<file path="config.mk">
export PLATFORM = sky130hd
export DESIGN_NAME = mem_space_decoder
export DESIGN_NICKNAME = d
export VERILOG_FILES = /design/src/design/mem_space_pkg.sv /design/src/design/data_space_decode.sv /design/src/design/mem_space_decoder.sv
export VERILOG_INCLUDE_DIRS = /design/src /design/src/design
export SDC_FILE = /design/constraint.sdc
export NUM_CORES = 1
export LEC_CHECK = 0
export ABC_AREA = 1
export BUFFER_PORTS_ARGS = -buffer_cell sky130_fd_sc_hd__buf_2
export CELL_PAD_IN_SITES_DETAIL_PLACEMENT = 0
export CELL_PAD_IN_SITES_GLOBAL_PLACEMENT = 2
export CORE_AREA = 2 2 130 132
export DETAILED_ROUTE_END_ITERATION = 8
export DIE_AREA = 0 0 132 134
export PLACE_DENSITY_LB_ADDON = 0.1
export SETUP_SLACK_MARGIN = 0.3
export SYNTH_ARGS = -nofsm -noshare
export SYNTH_HDL_FRONTEND = slang
export SYNTH_SLANG_ARGS = --single-unit
</file>
<file path="constraint.sdc">
create_clock -name SYS_CLK -period 3.4 [get_ports SYS_CLK]
set_clock_uncertainty 0.1 [all_clocks]
set_input_delay 0.34 -clock SYS_CLK [delete_from_list [all_inputs] [get_ports SYS_CLK]]
set_output_delay 0.34 -clock SYS_CLK [all_outputs]
set_load 0.005 [all_outputs]
</file>
<file path="src/design/mem_space_defines.svh">
/*
  Constants for the memory-space decoder: program map boundaries,
  interrupt vector slots, internal data map and status word layout.
  Assumes inclusion by bare name from the design files.
*/
`ifndef MEM_SPACE_DEFINES_SVH
`define MEM_SPACE_DEFINES_SVH

// program memory map
`define RESET_VECTOR      16'h0000
`define VECTOR_BASE       16'h0003
`define VECTOR_STRIDE     16'h0008
`define INT_ROM_LAST      16'h0fff
`define INT_ROM_TOP_BITS  4
// internal data map
`define LOWER_LAST        8'h7f
`define BANK_AREA_LAST    8'h1f
`define BIT_AREA_FIRST    8'h20
`define BIT_AREA_LAST     8'h2f
`define BANK_SIZE_SHIFT   3
// status word bit positions
`define PSW_CARRY         7
`define PSW_AUX_CARRY     6
`define PSW_USER0         5
`define PSW_BANK_HIGH     4
`define PSW_BANK_LOW      3
`define PSW_OVERFLOW      2
`define PSW_USER1         1
`define PSW_PARITY        0
`define PSW_RESET         8'h00

`endif

</file>
<file path="src/design/mem_space_pkg.sv">
/*
  Types shared by the memory-space decoder.
  Assumes nothing beyond a SystemVerilog compiler.
*/
package mem_space_pkg;
  // data space a decoded internal access lands in
  typedef enum logic [1:0] {
    SPACE_LOWER,
    SPACE_UPPER,
    SPACE_SPECIAL
  } data_space_t;
endpackage

</file>
<file path="src/design/data_space_decode.sv">
/*
  Combinational decoder for one internal data access: which space,
  which register bank, bit-area and bit-addressable special register.
  Assumes the caller registers the results on its own clock.
*/
`timescale 1ns/1ps
`include "mem_space_defines.svh"

module data_space_decode (
  // access request
  input  wire logic [7:0]  addr,
  input  wire logic        indirect,
  input  wire logic        reg_form,
  input  wire logic [2:0]  reg_num,
  input  wire logic [1:0]  bank,
  // results
  output mem_space_pkg::data_space_t space,
  output logic [7:0]       eff_addr,
  output logic             in_bank_area,
  output logic             in_bit_area,
  output logic             sfr_bit_ok
);
  // space selection by address and access type
  always_comb
  begin
    eff_addr = addr;
    if (reg_form)
      // bank base is bank number times eight
      eff_addr = {3'h0, bank, reg_num};
    if (eff_addr <= `LOWER_LAST)
      space = mem_space_pkg::SPACE_LOWER;
    else if (indirect)
      space = mem_space_pkg::SPACE_UPPER;
    else
      space = mem_space_pkg::SPACE_SPECIAL;
    in_bank_area = (eff_addr <= `BANK_AREA_LAST);
    in_bit_area = (eff_addr >= `BIT_AREA_FIRST) &&
                  (eff_addr <= `BIT_AREA_LAST);
    // only directly addressed specials ending in 0 or 8
    sfr_bit_ok = (space == mem_space_pkg::SPACE_SPECIAL) &&
                 (eff_addr[2:0] == 3'h0);
  end
endmodule

</file>
<file path="src/design/mem_space_decoder.sv">
/*
  Memory-space decoder and external bus sequencer for a small 8-bit
  core: fetch routing under the strap, multiplexed address/data bus,
  address latch strobe, data strobes, internal data decode, status word.
  Assumes the core supplies fetch and access requests one at a time and
  the external latch, ROM and RAM answer within one bus phase.
*/
// Overview of operation
// - after reset fetch starts at zero
// - interrupt vectors eight bytes apart from 0003
// - strap high: low 4k internal, rest external
// - strap low: all fetches external
// - fetch strobe only on external fetches
// - low port drives address, then floats, or drives write data on writes
// - latch strobe while low address valid
// - high port carries upper fetch address
// - external fetch address always 16 bits
// - separate read/write strobes, never write program
// - one or two byte data addresses
// - upper addresses split by access type
// - lowest 32 bytes four banks of eight
// - bank chosen by status bits per instruction
// - 16 bytes above banks bit addressable
// - upper block indirect only, lower both
// - specials direct only, x0/x8 bit addressable
// - parity flag tracks accumulator odd ones
// - status word holds flags, bank bits, parity
// - direct address is eight bit field
// - 4k internal ROM, 128 RAM, 64k spaces
// - internal addresses byte wide, pointer sixteen
`timescale 1ns/1ps
`include "mem_space_defines.svh"

module mem_space_decoder (
  // clock and reset
  input  wire logic        SYS_CLK,
  input  wire logic        RST_N,
  // strap pin, active low selects all-external fetch
  input  wire logic        EXTERNAL_FETCH_STRAP_N,
  // fetch request from the core
  input  wire logic        FETCH_REQ,
  input  wire logic [15:0] FETCH_ADDR,
  input  wire logic        VECTOR_REQ,
  input  wire logic [1:0]  VECTOR_NUM,
  // external data request from the core
  input  wire logic        XDATA_REQ,
  input  wire logic        XDATA_WRITE,
  input  wire logic        XDATA_WIDE,
  input  wire logic [7:0]  XDATA_ADDR8,
  input  wire logic [15:0] WIDE_DATA_POINTER,
  input  wire logic [7:0]  XDATA_WDATA,
  // internal data access from the core
  input  wire logic [7:0]  IDATA_ADDR,
  input  wire logic        IDATA_INDIRECT,
  input  wire logic        IDATA_REG_FORM,
  input  wire logic [2:0]  IDATA_REG_NUM,
  input  wire logic        INSTR_START,
  // status word inputs
  input  wire logic [7:0]  ACCUMULATOR,
  input  wire logic        PSW_WRITE,
  input  wire logic [7:0]  PSW_WDATA,
  // multiplexed low port, enable low while driving
  input  wire logic [7:0]  MULTIPLEXED_LOW_PORT_IN,
  output logic [7:0]       MULTIPLEXED_LOW_PORT_OUT,
  output logic             MULTIPLEXED_LOW_PORT_OE_N,
  // high port and strobes
  output logic [7:0]       HIGH_ADDRESS_PORT,
  output logic             ADDRESS_LATCH_STROBE,
  output logic             PROGRAM_FETCH_STROBE_N,
  output logic             DATA_READ_STROBE_N,
  output logic             DATA_WRITE_STROBE_N,
  // answers to the core
  output logic             FETCH_INTERNAL,
  output logic [15:0]      FETCH_PC,
  output logic             BUS_DONE,
  output logic [7:0]       BUS_RDATA,
  output logic             BUS_BUSY,
  // internal data decode results
  output mem_space_pkg::data_space_t IDATA_SPACE,
  output logic [7:0]       IDATA_EFF_ADDR,
  output logic             IDATA_IN_BANK_AREA,
  output logic             IDATA_IN_BIT_AREA,
  output logic             IDATA_SFR_BIT_OK,
  // status word
  output logic [7:0]       CORE_STATUS_WORD
);

  // bus sequencer states
  typedef enum logic [2:0] {
    ST_IDLE,
    ST_ADDR,
    ST_LATCH,
    ST_STROBE,
    ST_CAPTURE
  } bus_state_t;

  bus_state_t  state;            // sequencer state
  logic        cycle_is_fetch;   // current cycle is a code fetch
  logic        cycle_is_write;   // current cycle is a data write
  logic [15:0] cycle_addr;       // full address of current cycle
  logic [7:0]  cycle_wdata;      // data to write
  logic [2:0]  strap_sync;       // strap synchroniser, three stages
  logic        strap_n;          // filtered strap level
  logic [1:0]  bank_exec;        // bank frozen at instruction start
  logic [7:0]  psw_store;        // writable status bits
  logic [15:0] next_fetch_addr;  // fetch target after vector select
  logic        next_internal;    // fetch target lies in on-chip ROM
  mem_space_pkg::data_space_t dec_space;
  logic [7:0]  dec_eff;
  logic        dec_bank;
  logic        dec_bit;
  logic        dec_sfr;

  // strap is a pin: three stages, change accepted when last two agree
  always_ff @(posedge SYS_CLK)
  begin
    if (!RST_N)
    begin
      strap_sync <= 3'h7;
      strap_n <= 1'b1;
    end
    else
    begin
      strap_sync <= {strap_sync[1:0], EXTERNAL_FETCH_STRAP_N};
      if (strap_sync[2] == strap_sync[1])
        strap_n <= strap_sync[2];
    end
  end

  // fetch target: vectors override the program counter
  always_comb
  begin
    next_fetch_addr = FETCH_ADDR;
    if (VECTOR_REQ)
      // slot n at base plus n times eight
      next_fetch_addr = `VECTOR_BASE +
                        ({14'h0000, VECTOR_NUM} << 3);
    // internal only when strap high and top bits clear
    next_internal = strap_n &&
      (next_fetch_addr <= `INT_ROM_LAST);
  end

  // bus sequencer: address, latch, strobe, capture
  always_ff @(posedge SYS_CLK)
  begin
    if (!RST_N)
    begin
      state <= ST_IDLE;
      cycle_is_fetch <= 1'b0;
      cycle_is_write <= 1'b0;
      cycle_addr <= `RESET_VECTOR;
      cycle_wdata <= 8'h00;
    end
    else
    begin
      case (state)
        ST_IDLE:
        begin
          // fetch has priority over data access
          if (FETCH_REQ && !next_internal)
          begin
            cycle_is_fetch <= 1'b1;
            cycle_is_write <= 1'b0;
            cycle_addr <= next_fetch_addr;
            state <= ST_ADDR;
          end
          else if (XDATA_REQ && !FETCH_REQ)
          begin
            cycle_is_fetch <= 1'b0;
            // program space is never written
            cycle_is_write <= XDATA_WRITE;
            cycle_addr <= XDATA_WIDE ? WIDE_DATA_POINTER
                          : {8'h00, XDATA_ADDR8};
            cycle_wdata <= XDATA_WDATA;
            state <= ST_ADDR;
          end
        end
        ST_ADDR:
          state <= ST_LATCH;
        ST_LATCH:
          state <= ST_STROBE;
        ST_STROBE:
          state <= ST_CAPTURE;
        ST_CAPTURE:
          state <= ST_IDLE;
        default:
          state <= ST_IDLE;
      endcase
    end
  end

  // pin drivers, all registered from the current state, one cycle behind it
  always_ff @(posedge SYS_CLK)
  begin
    if (!RST_N)
    begin
      MULTIPLEXED_LOW_PORT_OUT <= 8'h00;
      MULTIPLEXED_LOW_PORT_OE_N <= 1'b1;
      HIGH_ADDRESS_PORT <= 8'h00;
      ADDRESS_LATCH_STROBE <= 1'b0;
      PROGRAM_FETCH_STROBE_N <= 1'b1;
      DATA_READ_STROBE_N <= 1'b1;
      DATA_WRITE_STROBE_N <= 1'b1;
    end
    else
    begin
      case (state)
        ST_ADDR:
        begin
          // low byte on the port, latch strobe high
          MULTIPLEXED_LOW_PORT_OUT <= cycle_addr[7:0];
          MULTIPLEXED_LOW_PORT_OE_N <= 1'b0;
          HIGH_ADDRESS_PORT <= cycle_addr[15:8];
          ADDRESS_LATCH_STROBE <= 1'b1;
        end
        ST_LATCH:
        begin
          // strobe falls while address still held, latch keeps it
          ADDRESS_LATCH_STROBE <= 1'b0;
        end
        ST_STROBE:
        begin
          // port turns over only once the latch has closed, no hold race
          if (cycle_is_write)
            MULTIPLEXED_LOW_PORT_OUT <= cycle_wdata;
          else
            MULTIPLEXED_LOW_PORT_OE_N <= 1'b1;
          PROGRAM_FETCH_STROBE_N <= !cycle_is_fetch;
          DATA_READ_STROBE_N <= cycle_is_fetch || cycle_is_write;
          DATA_WRITE_STROBE_N <= !cycle_is_write;
        end
        default:
        begin
          // idle and capture: strobes off, port released
          ADDRESS_LATCH_STROBE <= 1'b0;
          PROGRAM_FETCH_STROBE_N <= 1'b1;
          DATA_READ_STROBE_N <= 1'b1;
          DATA_WRITE_STROBE_N <= 1'b1;
          MULTIPLEXED_LOW_PORT_OE_N <= 1'b1;
        end
      endcase
    end
  end

  // answers to the core; read data sampled while strobe active
  always_ff @(posedge SYS_CLK)
  begin
    if (!RST_N)
    begin
      BUS_DONE <= 1'b0;
      BUS_RDATA <= 8'h00;
      BUS_BUSY <= 1'b0;
      FETCH_INTERNAL <= 1'b0;
      FETCH_PC <= `RESET_VECTOR;
    end
    else
    begin
      BUS_DONE <= (state == ST_CAPTURE);
      BUS_BUSY <= (state != ST_IDLE) && (state != ST_CAPTURE);
      if (state == ST_CAPTURE && !cycle_is_write)
        BUS_RDATA <= MULTIPLEXED_LOW_PORT_IN;
      if (state == ST_IDLE && FETCH_REQ)
      begin
        // internal fetches complete without bus activity
        FETCH_INTERNAL <= next_internal;
        FETCH_PC <= next_fetch_addr;
      end
    end
  end

  // bank bits frozen as each instruction begins execution
  always_ff @(posedge SYS_CLK)
  begin
    if (!RST_N)
      bank_exec <= 2'h0;
    else if (INSTR_START)
      bank_exec <= {psw_store[`PSW_BANK_HIGH],
                    psw_store[`PSW_BANK_LOW]};
  end

  // status word storage; parity is not writable
  always_ff @(posedge SYS_CLK)
  begin
    if (!RST_N)
      psw_store <= `PSW_RESET;
    else if (PSW_WRITE)
      psw_store <= PSW_WDATA;
  end

  // status word output, parity recomputed every cycle
  always_ff @(posedge SYS_CLK)
  begin
    if (!RST_N)
      CORE_STATUS_WORD <= `PSW_RESET;
    else
    begin
      CORE_STATUS_WORD <= psw_store;
      CORE_STATUS_WORD[`PSW_PARITY] <= ^ACCUMULATOR;
    end
  end

  // internal data decoder
  data_space_decode u_decode (
    .addr         (IDATA_ADDR),
    .indirect     (IDATA_INDIRECT),
    .reg_form     (IDATA_REG_FORM),
    .reg_num      (IDATA_REG_NUM),
    .bank         (bank_exec),
    .space        (dec_space),
    .eff_addr     (dec_eff),
    .in_bank_area (dec_bank),
    .in_bit_area  (dec_bit),
    .sfr_bit_ok   (dec_sfr)
  );

  // decode results registered so outputs come from flops
  always_ff @(posedge SYS_CLK)
  begin
    if (!RST_N)
    begin
      IDATA_SPACE <= mem_space_pkg::SPACE_LOWER;
      IDATA_EFF_ADDR <= 8'h00;
      IDATA_IN_BANK_AREA <= 1'b0;
      IDATA_IN_BIT_AREA <= 1'b0;
      IDATA_SFR_BIT_OK <= 1'b0;
    end
    else
    begin
      IDATA_SPACE <= dec_space;
      IDATA_EFF_ADDR <= dec_eff;
      IDATA_IN_BANK_AREA <= dec_bank;
      IDATA_IN_BIT_AREA <= dec_bit;
      IDATA_SFR_BIT_OK <= dec_sfr;
    end
  end
endmodule

</file>
* After elaboration in Yosys (flattened, before gate mapping)
Cells that the tools add are included.
** Cells by class
- $add $sub $neg :: 1
- Multiply operators :: 0
- Divide/modulo/power cells :: 0
- Order comparisons :: 5
- Equal/unequal tests :: 10
- Shift-type cells :: 0
- Mux-type cells :: 22
- Bitwise logic cells :: 2
- Reduce and logical (&&, ||, !) cells :: 24
** Operators with widths (number)
- 16-bit two-way mux :: 4
- 16-bit by 12-bit <= comparator with 1-bit output (second input constant) :: 1
- 8-bit two-way mux :: 2
- 8-bit one-hot mux with 2 select lines :: 1
- 3-bit one-hot mux with 4 select lines :: 1
- 8-bit by 6-bit >= comparator with 1-bit output (second input constant) :: 1
- 8-bit by 5-bit <= comparator with 1-bit output (second input constant) :: 1
- 8-bit by 6-bit <= comparator with 1-bit output (second input constant) :: 1
- 8-bit by 7-bit <= comparator with 1-bit output (second input constant) :: 1
- 1-bit logical AND :: 8
- 1-bit one-hot mux with 2 select lines :: 4
- 8-bit XOR reduction :: 1
- 2-bit by 5-bit adder with 6-bit output (first input constant) :: 1
- 3-bit by 2-bit == test with 1-bit output (second input constant) :: 2
- 3-bit logical NOT :: 2
- 3-bit two-way mux :: 2
- 3-bit inequality test (second input constant) :: 2
- 2-bit AND reduction :: 3
- 1-bit two-way mux :: 5
- 1-bit logical NOT :: 4
- 2-bit two-way mux :: 2
- 2-bit inequality test (second input constant) :: 2
- 2-bit nonzero test :: 2
- 3-bit by 1-bit == test with 1-bit output (second input constant) :: 1
- 9 further kinds :: 10
** Storage, ports and cells
- Register bits :: 112
- Latch bits :: 0
- Memory bits (writable) :: 0
- ROM bits :: 0
- Output and inout port bits :: 69
- Memories :: 0

* Logic depth before layout (Yosys ltp)
Gate-level depths: netlist (run 1).
- Depth after elaboration :: 8
- Depth in mapped cells :: 10
- Depth with buffers taken out :: 8

* By module
Synthesis (run 1) repeated with hierarchy kept, for this count alone.
** Second synthesis, totals
- Cell total of the unflattened synthesis :: 658
- Area total of the unflattened synthesis :: 4858.4 µm²
** Modules (own cells, without submodules)
- mem_space_decoder :: instances 1, cells each 616, area an instance 4640.7 µm², sequential area each 2222.1 µm²
- data_space_decode :: instances 1, cells each 42, area an instance 217.7 µm², sequential area each 0.0 µm²

* Worst setup path before layout (run 1)
OpenSTA, ideal clock, no wires.
- Kind :: input-to-reg
- From :: input port XDATA_WIDE
- To :: register cycle_addr[6]
- Data arrival time :: 1225 ps
- Required time :: 3189 ps
- Slack :: 1964 ps
- Cell stages on the path :: 7
- Path buffers :: 2
- Path through :: buf_2 > buf_2 > mux2_2 > nand2_1 > nand2_1 > nor2_1 > nor2_1
** Between the ends
- Cells in the longest elaborated chain, start to end :: 3
** RTL lines
- start, declared :: line mem_space_decoder.sv:48 : input wire logic XDATA_WIDE,
- 16-bit two-way mux :: line mem_space_decoder.sv:172 : cycle_addr <= XDATA_WIDE ? WIDE_DATA_POINTER
- 16-bit two-way mux :: line mem_space_decoder.sv:167 : else if (XDATA_REQ && !FETCH_REQ)
- 16-bit two-way mux :: line mem_space_decoder.sv:160 : if (FETCH_REQ && !next_internal)
- end signal, assigned :: line mem_space_decoder.sv:151 : cycle_addr <= `RESET_VECTOR;
- end signal, assigned :: line mem_space_decoder.sv:164 : cycle_addr <= next_fetch_addr;
- end signal, assigned :: line mem_space_decoder.sv:172
- end, declared :: line mem_space_decoder.sv:100 : logic [15:0] cycle_addr;
No other way between the ends. The select of a mux whose other input is x is not followed.
A chain may end at the register's enable or synchronous reset.

* Worst setup path after layout (run 1)
- From :: input port VECTOR_REQ
- To :: register cycle_addr[14]
** Between the ends
- Cells in the longest elaborated chain, start to end :: 7
- Elaborated cells on any way between the ends :: 8
- Classes of those cells :: 1 x order compare; 2 x mux; 5 x reduce/logical
** RTL lines
- start, declared :: line mem_space_decoder.sv:43 : input wire logic VECTOR_REQ,
- 16-bit two-way mux * :: line mem_space_decoder.sv:134 : if (VECTOR_REQ)
- 16-bit by 12-bit <= comparator with 1-bit output (no source line)
- 1-bit logical AND :: line mem_space_decoder.sv:139 : next_internal = strap_n &&
- 1-bit logical NOT :: line mem_space_decoder.sv:160
- 1-bit logical AND :: line mem_space_decoder.sv:160
- 2-bit nonzero test (no source line)
- 2-bit AND reduction (no source line)
Every way passes the cells marked *; elsewhere a longest branch is shown, timed or not.

==> impl_metrics.yaml, run 1 <==
status:
  status: "finished clean"
floorplan:
  die_w_um: 132
  fp.coreArea_mm2: 0.01629
  start_util_pct: 28.33
  dieArea_mm2: 0.01769
  rows: 47
  die_h_um: 134
  io_pins: 166
yosys:
  synth_cell_types: 32
  avgSynthCellArea_um2: 7.528
  syn_nets: 710
  ys.flop_type: "dfxtp_1"
  postSynth.asyncResetShare_pct: 0
  synth.most_common_cell: "nand2_1"
  synth_warnings: 0
  synthTopCellsByArea: "dfxtp_1 48%, nand2_1 9.4%, nor2_1 8.6%"
  synth.top_cell.area_share_pct: 48.16
  ys_seq_area_share_pct: 48.16
  synth_edf_count: 0
  synth_area_mm2: 0.004614
  netlist_instances: 613
  synth_common_cells: "116 x nand2_1, 111 x dfxtp_1, 106 x nor2_1"
  yosysTopAreaCell: "dfxtp_1"
  synth-seq-cells: 111
layout:
  num_antenna_cells: 0
  final_core_util_pct: 36.01
  fillers: 1787
  syn_to_final_growth_pct: 27.12
  fin_area_mm2: 0.005866
  nets: 857
  drive_gt1_share_pct: 28.89
worst_setup_path:
  worstPathRequired_ns: 3.59
  path_max_fanout: 20
  crit_arrival_ns: 2.00
  cp_common_cell: "nor2_1"
  reg2reg_depth: 6
  r2r-start: "state[1]"
  crit_buf_inv: 2
  critPathTopFamily: "simple AND/OR/NAND/NOR gates"
  cp_cell_sequence: "buf_2 > inv_2 > o21ai_2 > nand3_2 > a21oi_4 > nor2_1 > nor2_1"
  end_kind: "register"
  start_kind: "input pin"
  crit_slowest_cell: "a21oi_4"
  crit_start: "VECTOR_REQ"
  critPathMaxStageDelay_ns: 0.53
  worstSetupPathType: "input pin to register"
  timing.rr.end: "FETCH_PC[11]"
  r2r_slack_ns: 1.64
min_path:
  hold_path.class: "input pin to register"
  hold_path_end: "IDATA_IN_BIT_AREA"
  whs_path_depth: 2
  min_from: "IDATA_ADDR[4]"
timing:
  rsz0062_at_grt: "false"
  fin_worst_hold_slack_ns: 0.06996
  tightest_slew_ns: 0.7924
  hold_viol_final: 0
  slew_violations: 0
  clock.fmax_mhz: 550.6
  tns_ns: 0
  timing.final.crit_period_ns: 1.816
  relSlewSlack_pct: 47.12
  setup_viol_count_final: 0
  post-route-period-util_pct: 53.41
cts:
  cts_tree: "done"
  cts_sinks: 111
  cts_resized: 0
  cts_made_buffers: 9
  cts_buffer_depth: 2
  cts_setup_buffers: 0
  clkTransAtPathRegs_ns: 0.08
  cts-root-buf: "clkbuf_16"
  h-tree-depth: 3
  postCtsHoldBufs: 0
  clk_latency_ns: 0.34
power:
  power_frac_clock_pct: 34.8
  p_leak_uw: 0.002912
  cellPowerDensity_mw_per_mm2: 536.4
  power.share.combinational_pct: 18.3
  p_sw_uw: 893.7
  power.internal_uw: 2252
  sw_frac_of_total_pct: 28.41
  power_frac_seq_pct: 47.0
  ir_drop_uv: 232.1
route:
  route.detailed.drc: 0
  vias_per_cell: 4.265
  wl_per_cell_um: 12.80
  drt_iter0_drc: 134
  drt-total-wl_um: 12610
  vias: 4201
  final_antenna_net_count: 0
  first_pass_iters: 4
placed_design:
  dp_hpwl_um: 9123
  place.gp.congestion: 0.7162
  io_buffer_count: 164
  dpl_cell_area_mm2: 0.005558
global_routing:
  antenna_found_initial: 0
  top_usage_layer: "met2"
  met3_usage_pct: 3.212
  grt_overflow: 0
  grt_max_degree: 77
  grt_pass1_vias: 4169
  grtUsageMet2_pct: 22.83
  grtUsageTotal_pct: 14.56
  met1_usage_pct: 19.74
  grt_pass1_wl_um: 20890
job:
  drv_cap: 0
-- how the worst max path moves through the flow --
stage | end | slack, ns | cells past startpoint
finish | cycle_addr[14] | 1.58 | 7
detailed placement | cycle_addr[14] | 1.18 | 7
global route | cycle_addr[4] | 1.33 | 7
global placement | cycle_addr[2] | 1.17 | 7
floorplan | cycle_addr[6] | 1.96 | 7
CTS | cycle_addr[14] | 1.56 | 7
-- registers in the layout, summed over array words and instances (netlist names), 3 cells and up --
register	flops
FETCH_PC	16
cycle_addr	16
BUS_RDATA	8
CORE_STATUS_WORD	8
HIGH_ADDRESS_PORT	8
IDATA_EFF_ADDR	8
MULTIPLEXED_LOW_PORT_OUT	8
cycle_wdata	8
psw_store	7
state	3
strap_sync	3
-- final cells by class --
| class | count | area (um2) | share of cell area [%] |
|---|---|---|---|
| clock buffers | 10 | 239.0 | 4.074 |
| clock inverters | 6 | 68.82 | 1.173 |
| inverters | 59 | 224.0 | 3.818 |
| multi-input cells | 413 | 2001 | 34.11 |
| flip-flops and latches | 111 | 2222 | 37.88 |
| well taps | 220 | 275.3 | 4.693 |
| repair buffers | 166 | 835.8 | 14.25 |
-- power groups by stage --
stage	Clock, uW	Sequential [uW]	Combinational [uW]
5_1_grt	1190	1490	662
6_report	1090	1480	575
3_3_place_gp	0	1510	584
4_1_cts	1140	1480	589
3_5_place_dp	0	1510	585
2_1_floorplan	0	1510	374
-- layout by cell type (no fill, tap or decap), drive strengths merged, types with 8 or more instances in the layout --
master    n
a21oi    40
buf     166
clkbuf   10
dfxtp   111
inv      60
mux2      8
nand2   123
nand3    28
nand3b   17
nor2    110
o21ai    66
or2       8
-- stage by stage --
| stage | std cells | power (uW) | worst slack (ns) |
|---|---|---|---|
| floorplan | 613 | 1881 | 1.964 |
| global placement | 969 | 2090 | 1.173 |
| detailed placement | 969 | 2093 | 1.178 |
| CTS | 985 | 3209 | 1.556 |
| global route | 985 | 3346 | 1.332 |
| finish | 985 | 3146 | 1.584 |
-- routing by layer --
layer	vias up	routed length, um	share of wire [%]
li1	2247	-	-
met1	1814	6185	49
met2	130	5488	44
met3	10	782	6.2
met4	0	154	1.2
met5	-	0	0
-- cell families after synthesis --
family / count (synthesis) / synth area share (%)
AOI/OAI and AO/OA: 107 / 12.07
xor gates and xnor gates: 6 / 1.139
buffers and inverters: 89 / 8.487
DFF: 111 / 48.16
muxes: 8 / 1.952
and+or+nand+nor: 292 / 28.20
Note: power is estimated with default switching activity, not from simulation.
==> run 2: changes to the inputs <==
Settings changed: ABC_AREA 1 to 0, CORE_AREA 2 2 130 132 to 2 2 129 131, DIE_AREA 0 0 132 134 to 0 0 131 133.
Clock period 3.4 ns to 1.7 ns, I/O delays scaled along.
==> run 2 against run 1 <==
Compared with the run above: the flow now finishes with violations (setup timing); die area down 1.5%; highest routed layer unchanged; core utilization up 7.7 points; cell area up 20%; critical path depth down 3; worst hold slack worse by 0.019 ns; synthesized area down 4.4%; global-route usage up 1.9 points; sequential cell count unchanged; clock power up 94%; synthesized cell count down 24%; critical endpoint is now cycle_addr[5]; largest power group unchanged.
==> impl_metrics.yaml, run 2 <==
route:
  wl_met1_um: 6278
  wl_met3_um: 788
  route.met2.wl_um: 6787
  drt_iter0_drc: 99
  maxUsedRoutingLayer: "met4"
  route.detailed.drc: 0
  drt-total-wl_um: 14100
  wl_per_cell_um: 15.10
  final_antenna_net_count: 0
  vias_per_cell: 4.469
  first_pass_iters: 4
  vias: 4174
global_routing:
  grtUsageTotal_pct: 16.50
  grt_pass1_vias: 4283
  grt_max_degree: 64
  antenna_found_initial: 1
  grt_pass1_wl_um: 22100
  grt_overflow: 0
yosys:
  synth_compound_area_share_pct: 14.78
  synth_top_family_by_area: "simple AND/OR/NAND/NOR gates"
  muxShareOfSynthArea_pct: 10.05
  avgSynthCellArea_um2: 9.421
  synthAdderAreaFrac_pct: 0
  synth.most_common_cell: "dfxtp_1"
  syn_nets: 565
  postSynth.asyncResetShare_pct: 0
  synth-seq-cells: 111
  synth.top_cell.area_share_pct: 50.40
  yosysTopAreaCell: "dfxtp_1"
  synthTopCellsByArea: "dfxtp_1 50%, mux2i_1 9.5%, nand2_1 5.5%"
  synth_common_cells: "111 x dfxtp_1, 65 x nand2_1, 55 x nor2_1"
  synth_area_mm2: 0.004409
  synth_warnings: 0
  netlist_instances: 468
  synth_cell_types: 51
  ys.flop_type: "dfxtp_1"
  yosys.area_share.simple_pct: 19.61
  synth_xor_area_share_pct: 1.390
  ys_seq_area_share_pct: 50.40
  synth_edf_count: 0
power:
  ir_drop_uv: 504.0
  p_leak_uw: 0.003135
  cellPowerDensity_mw_per_mm2: 933.5
cts:
  clk_latency_ns: 0.35
  cts_made_buffers: 9
  clkTransAtPathRegs_ns: 0.07
  cts_sinks: 111
  cts_tree: "done"
  cts-root-buf: "clkbuf_16"
  h-tree-depth: 3
  cts_buffer_depth: 2
worst_setup_path:
  path_max_fanout: 13
  timing.rr.end: "cycle_addr[5]"
  r2r-start: "strap_n"
  reg2reg_depth: 4
  r2r_slack_ns: -0.06
  worstPathRequired_ns: 1.85
  start_kind: "register"
  crit_arrival_ns: 1.91
  end_kind: "register"
  worstSetupPathType: "register to register"
floorplan:
  io_pins: 166
  dieArea_mm2: 0.01742
  die_w_um: 131
  start_util_pct: 27.26
  fp.coreArea_mm2: 0.01617
  die_h_um: 133
  rows: 47
layout:
  syn_to_final_growth_pct: 60.13
  most-common-layout-cells: "164 x buf_2, 107 x dfxtp_1, 51 x nand2_1"
  largestRegisters: "FETCH_PC (16), cycle_addr (16)"
  layout.cells.non_filler: 934
  drive_gt1_share_pct: 45.44
  nets: 806
  final_common_cell: "buf_2"
placed_design:
  place.gp.congestion: 0.7493
  post-place-ws_ns: -0.1859
  dp.cells: 846
  dp_hpwl_um: 9597
  io_buffer_count: 164
min_path:
  min_from: "WIDE_DATA_POINTER[14]"
  hold_path_end: "cycle_addr[14]"
  whs_path_depth: 3
  hold_path.class: "input pin to register"
timing:
  clock.fmax_mhz: 568.5
  hold_viol_final: 0
  relSlewSlack_pct: 68.05
  slew_violations: 0
  post-route-period-util_pct: 103.5
  timing.final.crit_period_ns: 1.759
  tightest_slew_ns: 0.4782
  rsz0062_at_grt: "true"
  fin_ws_ns: -0.05909
  setup_viol_count_final: 13
status:
  violations: "setup timing"
  status: "finished with violations"
job:
  drv_cap: 0
==> run 2: per-stage QoR <==
| stage | hold slack, ns | total power, uW | cell area, um2 | util (%) | setup TNS (ns) |
|---|---|---|---|---|---|
| 6_report | 0.05115 | 6591 | 7061 | 43.66 | -0.3516 |
| 5_1_grt | 0.04929 | 6917 | 7061 | 43.66 | -1.002 |
| 4_1_cts | 0.03479 | 6518 | 6820 | 42.17 | -0.2634 |
| 3_5_place_dp | 0.2550 | 4026 | 5610 | 34.69 | -1.724 |
| 3_3_place_gp | 0.2510 | 4013 | 5610 | 34.69 | -1.523 |
| 2_1_floorplan | 0.1456 | 3608 | 4499 | - | -0.08698 |
==> run 2: layer usage <==
| metal | global-route usage [%] | vias to the layer above |
|---|---|---|
| met3 | 3.761 | 17 |
| met5 | 0 | - |
| li1 | - | 2105 |
| met1 | 20.88 | 1934 |
| met2 | 26.94 | 118 |
| met4 | 6.678 | 0 |
==> run 2: cell type report <==
type,count,area [um2]
multi-input combinational,320,2369
fill,1604,9111
sequential,111,2235
timing repair buffer,262,1867
clock buffer,13,281.5
inverter,5,18.77
clock inverter,2,12.51
tap,220,275.3
antenna,1,2.502
==> run 2: power by group <==
part	leakage [uW]	switching [uW]	internal [uW]
logic	0.00208	715	835
clock network	0.000143	960	1160
registers	0.000910	128	2800
==> run 2: what timing repair did <==
item,in CTS,in global routing
gates resized for setup,69,45
setup endpoints to repair,68,73
buffers inserted,23,8
pin swaps,18,12
gates cloned,2,0
hold endpoints to repair,39,0
hold buffers,41,0
==> run 2: how the worst max path moves through the flow <==
stage	from	end	slack, ns	cells after the start
detailed placement	FETCH_ADDR[15]	cycle_addr[15]	-0.19	5
floorplan	strap_n	cycle_addr[1]	-0.05	5
finish	strap_n	cycle_addr[5]	-0.06	4
global placement	FETCH_ADDR[15]	cycle_addr[14]	-0.13	5
CTS	strap_n	cycle_addr[5]	-0.05	4
global route	strap_n	cycle_addr[6]	-0.1	4
==> run 2: cell families (layout without fill, tap and decap cells) <==
group / Yosys count / count (layout)
and+or+nand+nor: 180 / 180
buffers and inverters: 37 / 282
DFF: 111 / 111
muxes: 44 / 44
xor gates and xnor gates: 7 / 7
other: 0 / 1
AOI/OAI and AO/OA: 89 / 89
==> run 2: worst max-delay path, stage by stage (launching register included) <==
cell and delay, ns:
dfxtp_2 0.34, or4b_4 0.51, o211ai_4 0.24, nand2_4 0.17
o221a_2 0.30
==> run 3: changes to the inputs <==
--- a/constraint.sdc
+++ b/constraint.sdc
@@ -4,2 +4,2 @@
 set_output_delay 0.17 -clock SYS_CLK [all_outputs]
-set_load 0.005 [all_outputs]
+set_load 0.1 [all_outputs]
==> run 3 against run 2 <==
Compared with the run above: the run still ends with setup timing left; register-to-register slack better by 0.04 ns; global-route usage is 0.18 points lower; die area stayed put; worst hold slack worse by 0.0030 ns; cell count is 0.11% lower; count of clock-buffer cells in the layout is 2 lower; clock power is 6% higher; sequential share of layout area is 1.5 points lower; setup slack better by 0.045 ns; largest power group unchanged.
==> impl_metrics.yaml, run 3 (synthesis results as in run 2) <==
floorplan:
  io_pins: 166
  fp.coreArea_mm2: 0.01617
  start_util_pct: 27.26
  rows: 47
  die_w_um: 131
  die_h_um: 133
  dieArea_mm2: 0.01742
worst_setup_path:
  crit_slowest_cell: "or4b_4"
  worstPathRequired_ns: 1.84
  critPathMaxStageDelay_ns: 0.50
  crit_buf_inv: 0
  cp_cell_sequence: "or4b_4 > o211ai_4 > nand2_4 > o221a_2"
  path_max_fanout: 7
  worstSetupPathType: "register to register"
  r2r_slack_ns: -0.01
  start_kind: "register"
  crit_arrival_ns: 1.86
  critPathTopFamily: "simple AND/OR/NAND/NOR gates"
  end_kind: "register"
route:
  route.detailed.drc: 0
  vias: 4222
  wl_per_cell_um: 15.64
  drt-total-wl_um: 14600
  first_pass_iters: 4
  vias_per_cell: 4.525
  drt_iter0_drc: 102
  final_antenna_net_count: 0
power:
  power_frac_clock_pct: 29.1
  ir_drop_uv: 514.2
  power.share.combinational_pct: 32.6
  cellPowerDensity_mw_per_mm2: 1033
  sw_frac_of_total_pct: 34.64
  power.internal_uw: 5043
  p_leak_uw: 0.003224
  p_sw_uw: 2672
  power_frac_seq_pct: 38.3
timing:
  tightest_slew_ns: 0.4961
  tns_ns: -0.04033
  setup_viol_count_final: 4
  relSlewSlack_pct: 66.86
  fin_ws_ns: -0.01452
  post-route-period-util_pct: 100.9
  timing.final.crit_period_ns: 1.715
  hold_viol_final: 0
  clock.fmax_mhz: 583.3
  slew_violations: 0
  rsz0062_at_grt: "true"
cts:
  cts_sinks: 111
  cts-root-buf: "clkbuf_16"
  clk_latency_ns: 0.35
  cts_buffer_depth: 2
  h-tree-depth: 3
  cts_tree: "done"
  clkTransAtPathRegs_ns: 0.07
  cts_made_buffers: 9
layout:
  fillers: 1592
  final_core_util_pct: 46.19
  syn_to_final_growth_pct: 69.41
  largestRegisters: "FETCH_PC (16), cycle_addr (16)"
  final_common_cell: "buf_2"
  drive_gt1_share_pct: 52.95
  most-common-layout-cells: "113 x buf_2, 94 x dfxtp_1, 55 x buf_4"
  regArea_mm2: 0.002251
  nets: 804
  multi_input_area_mm2: 0.002559
global_routing:
  antenna_found_initial: 1
  grt_pass1_vias: 4182
  grt_overflow: 0
  top_usage_layer: "met2"
  grtUsageTotal_pct: 16.32
  grt_max_degree: 64
  met3_usage_pct: 3.882
  grt_pass1_wl_um: 21830
  grtUsageMet2_pct: 26.66
  met1_usage_pct: 20.55
placed_design:
  io_buffer_count: 164
  dp_hpwl_um: 9662
  place.gp.congestion: 0.8262
job:
  drv_cap: 0
status:
  status: "finished with violations"
  violations: "setup timing"
min_path:
  hold_path.class: "input pin to register"
[run 3: worst paths after layout]
path | endpoint | cells after the start | start
max reg2reg | cycle_addr[5] | 4 | strap_n
max | cycle_addr[5] | 4 | strap_n
min reg2reg | strap_sync[1] | 1 | strap_sync[0]
min | cycle_addr[11] | 3 | WIDE_DATA_POINTER[11]
[run 3: power groups by stage]
stage               sequential, uW  combinational, uW  clock (uW)
floorplan                     3730                651           0
global placement              2980               1830           0
detailed placement            2980               1840           0
CTS                           2940               2240        2340
global route                  2980               2660        2420
finish                        2960               2520        2240
[run 3: area by class of cell]
cell class              instances  share of cell area (%)
diodes                          1                 0.03350
clock buffers                  11                   3.534
clock inverters                 5                  0.7203
inverters                       5                  0.2513
multi-input cells             321                   34.25
flip-flops and latches        111                   30.13
well taps                     220                   3.685
repair buffers                259                   27.39
[run 3: metrics by stage]
stage / instance area, um2 / instances / worst slack (ns) / hold WS (ns) / power (uW)
2_1_floorplan: 4513 / 468 / -0.04700 / 0.1456 / 4379
3_3_place_gp: 5644 / 847 / -0.1004 / 0.2533 / 4807
3_5_place_dp: 5644 / 847 / -0.1548 / 0.2551 / 4818
4_1_cts: 6894 / 922 / -0.01788 / 0.03848 / 7514
5_1_grt: 7467 / 932 / -0.05980 / 0.04834 / 8060
6_report: 7470 / 933 / -0.01452 / 0.04813 / 7715
[run 3: routing by layer]
metal	routed length (um)	vias to the layer above	share of wire (%)
met5	16	-	0.11
met4	312	2	2.1
met3	817	25	5.6
met2	6823	119	47
met1	6625	1969	45
li1	-	2107	-
[run 3: what timing repair did]
item                                    in CTS  in global routing
setup buffers                               14                  7
gates cloned                                 5                  5
gates resized for setup                    101                119
pin swaps                                   26                 50
hold endpoints to repair                    39                  0
endpoints found under the setup margin      94                 94
hold buffers                                40                  0
[run 3: tightest hold or removal path, cell delays in order]
cell and delay [ns]:
buf_2 0.10, nand3_1 0.08, a311oi_2 0.09
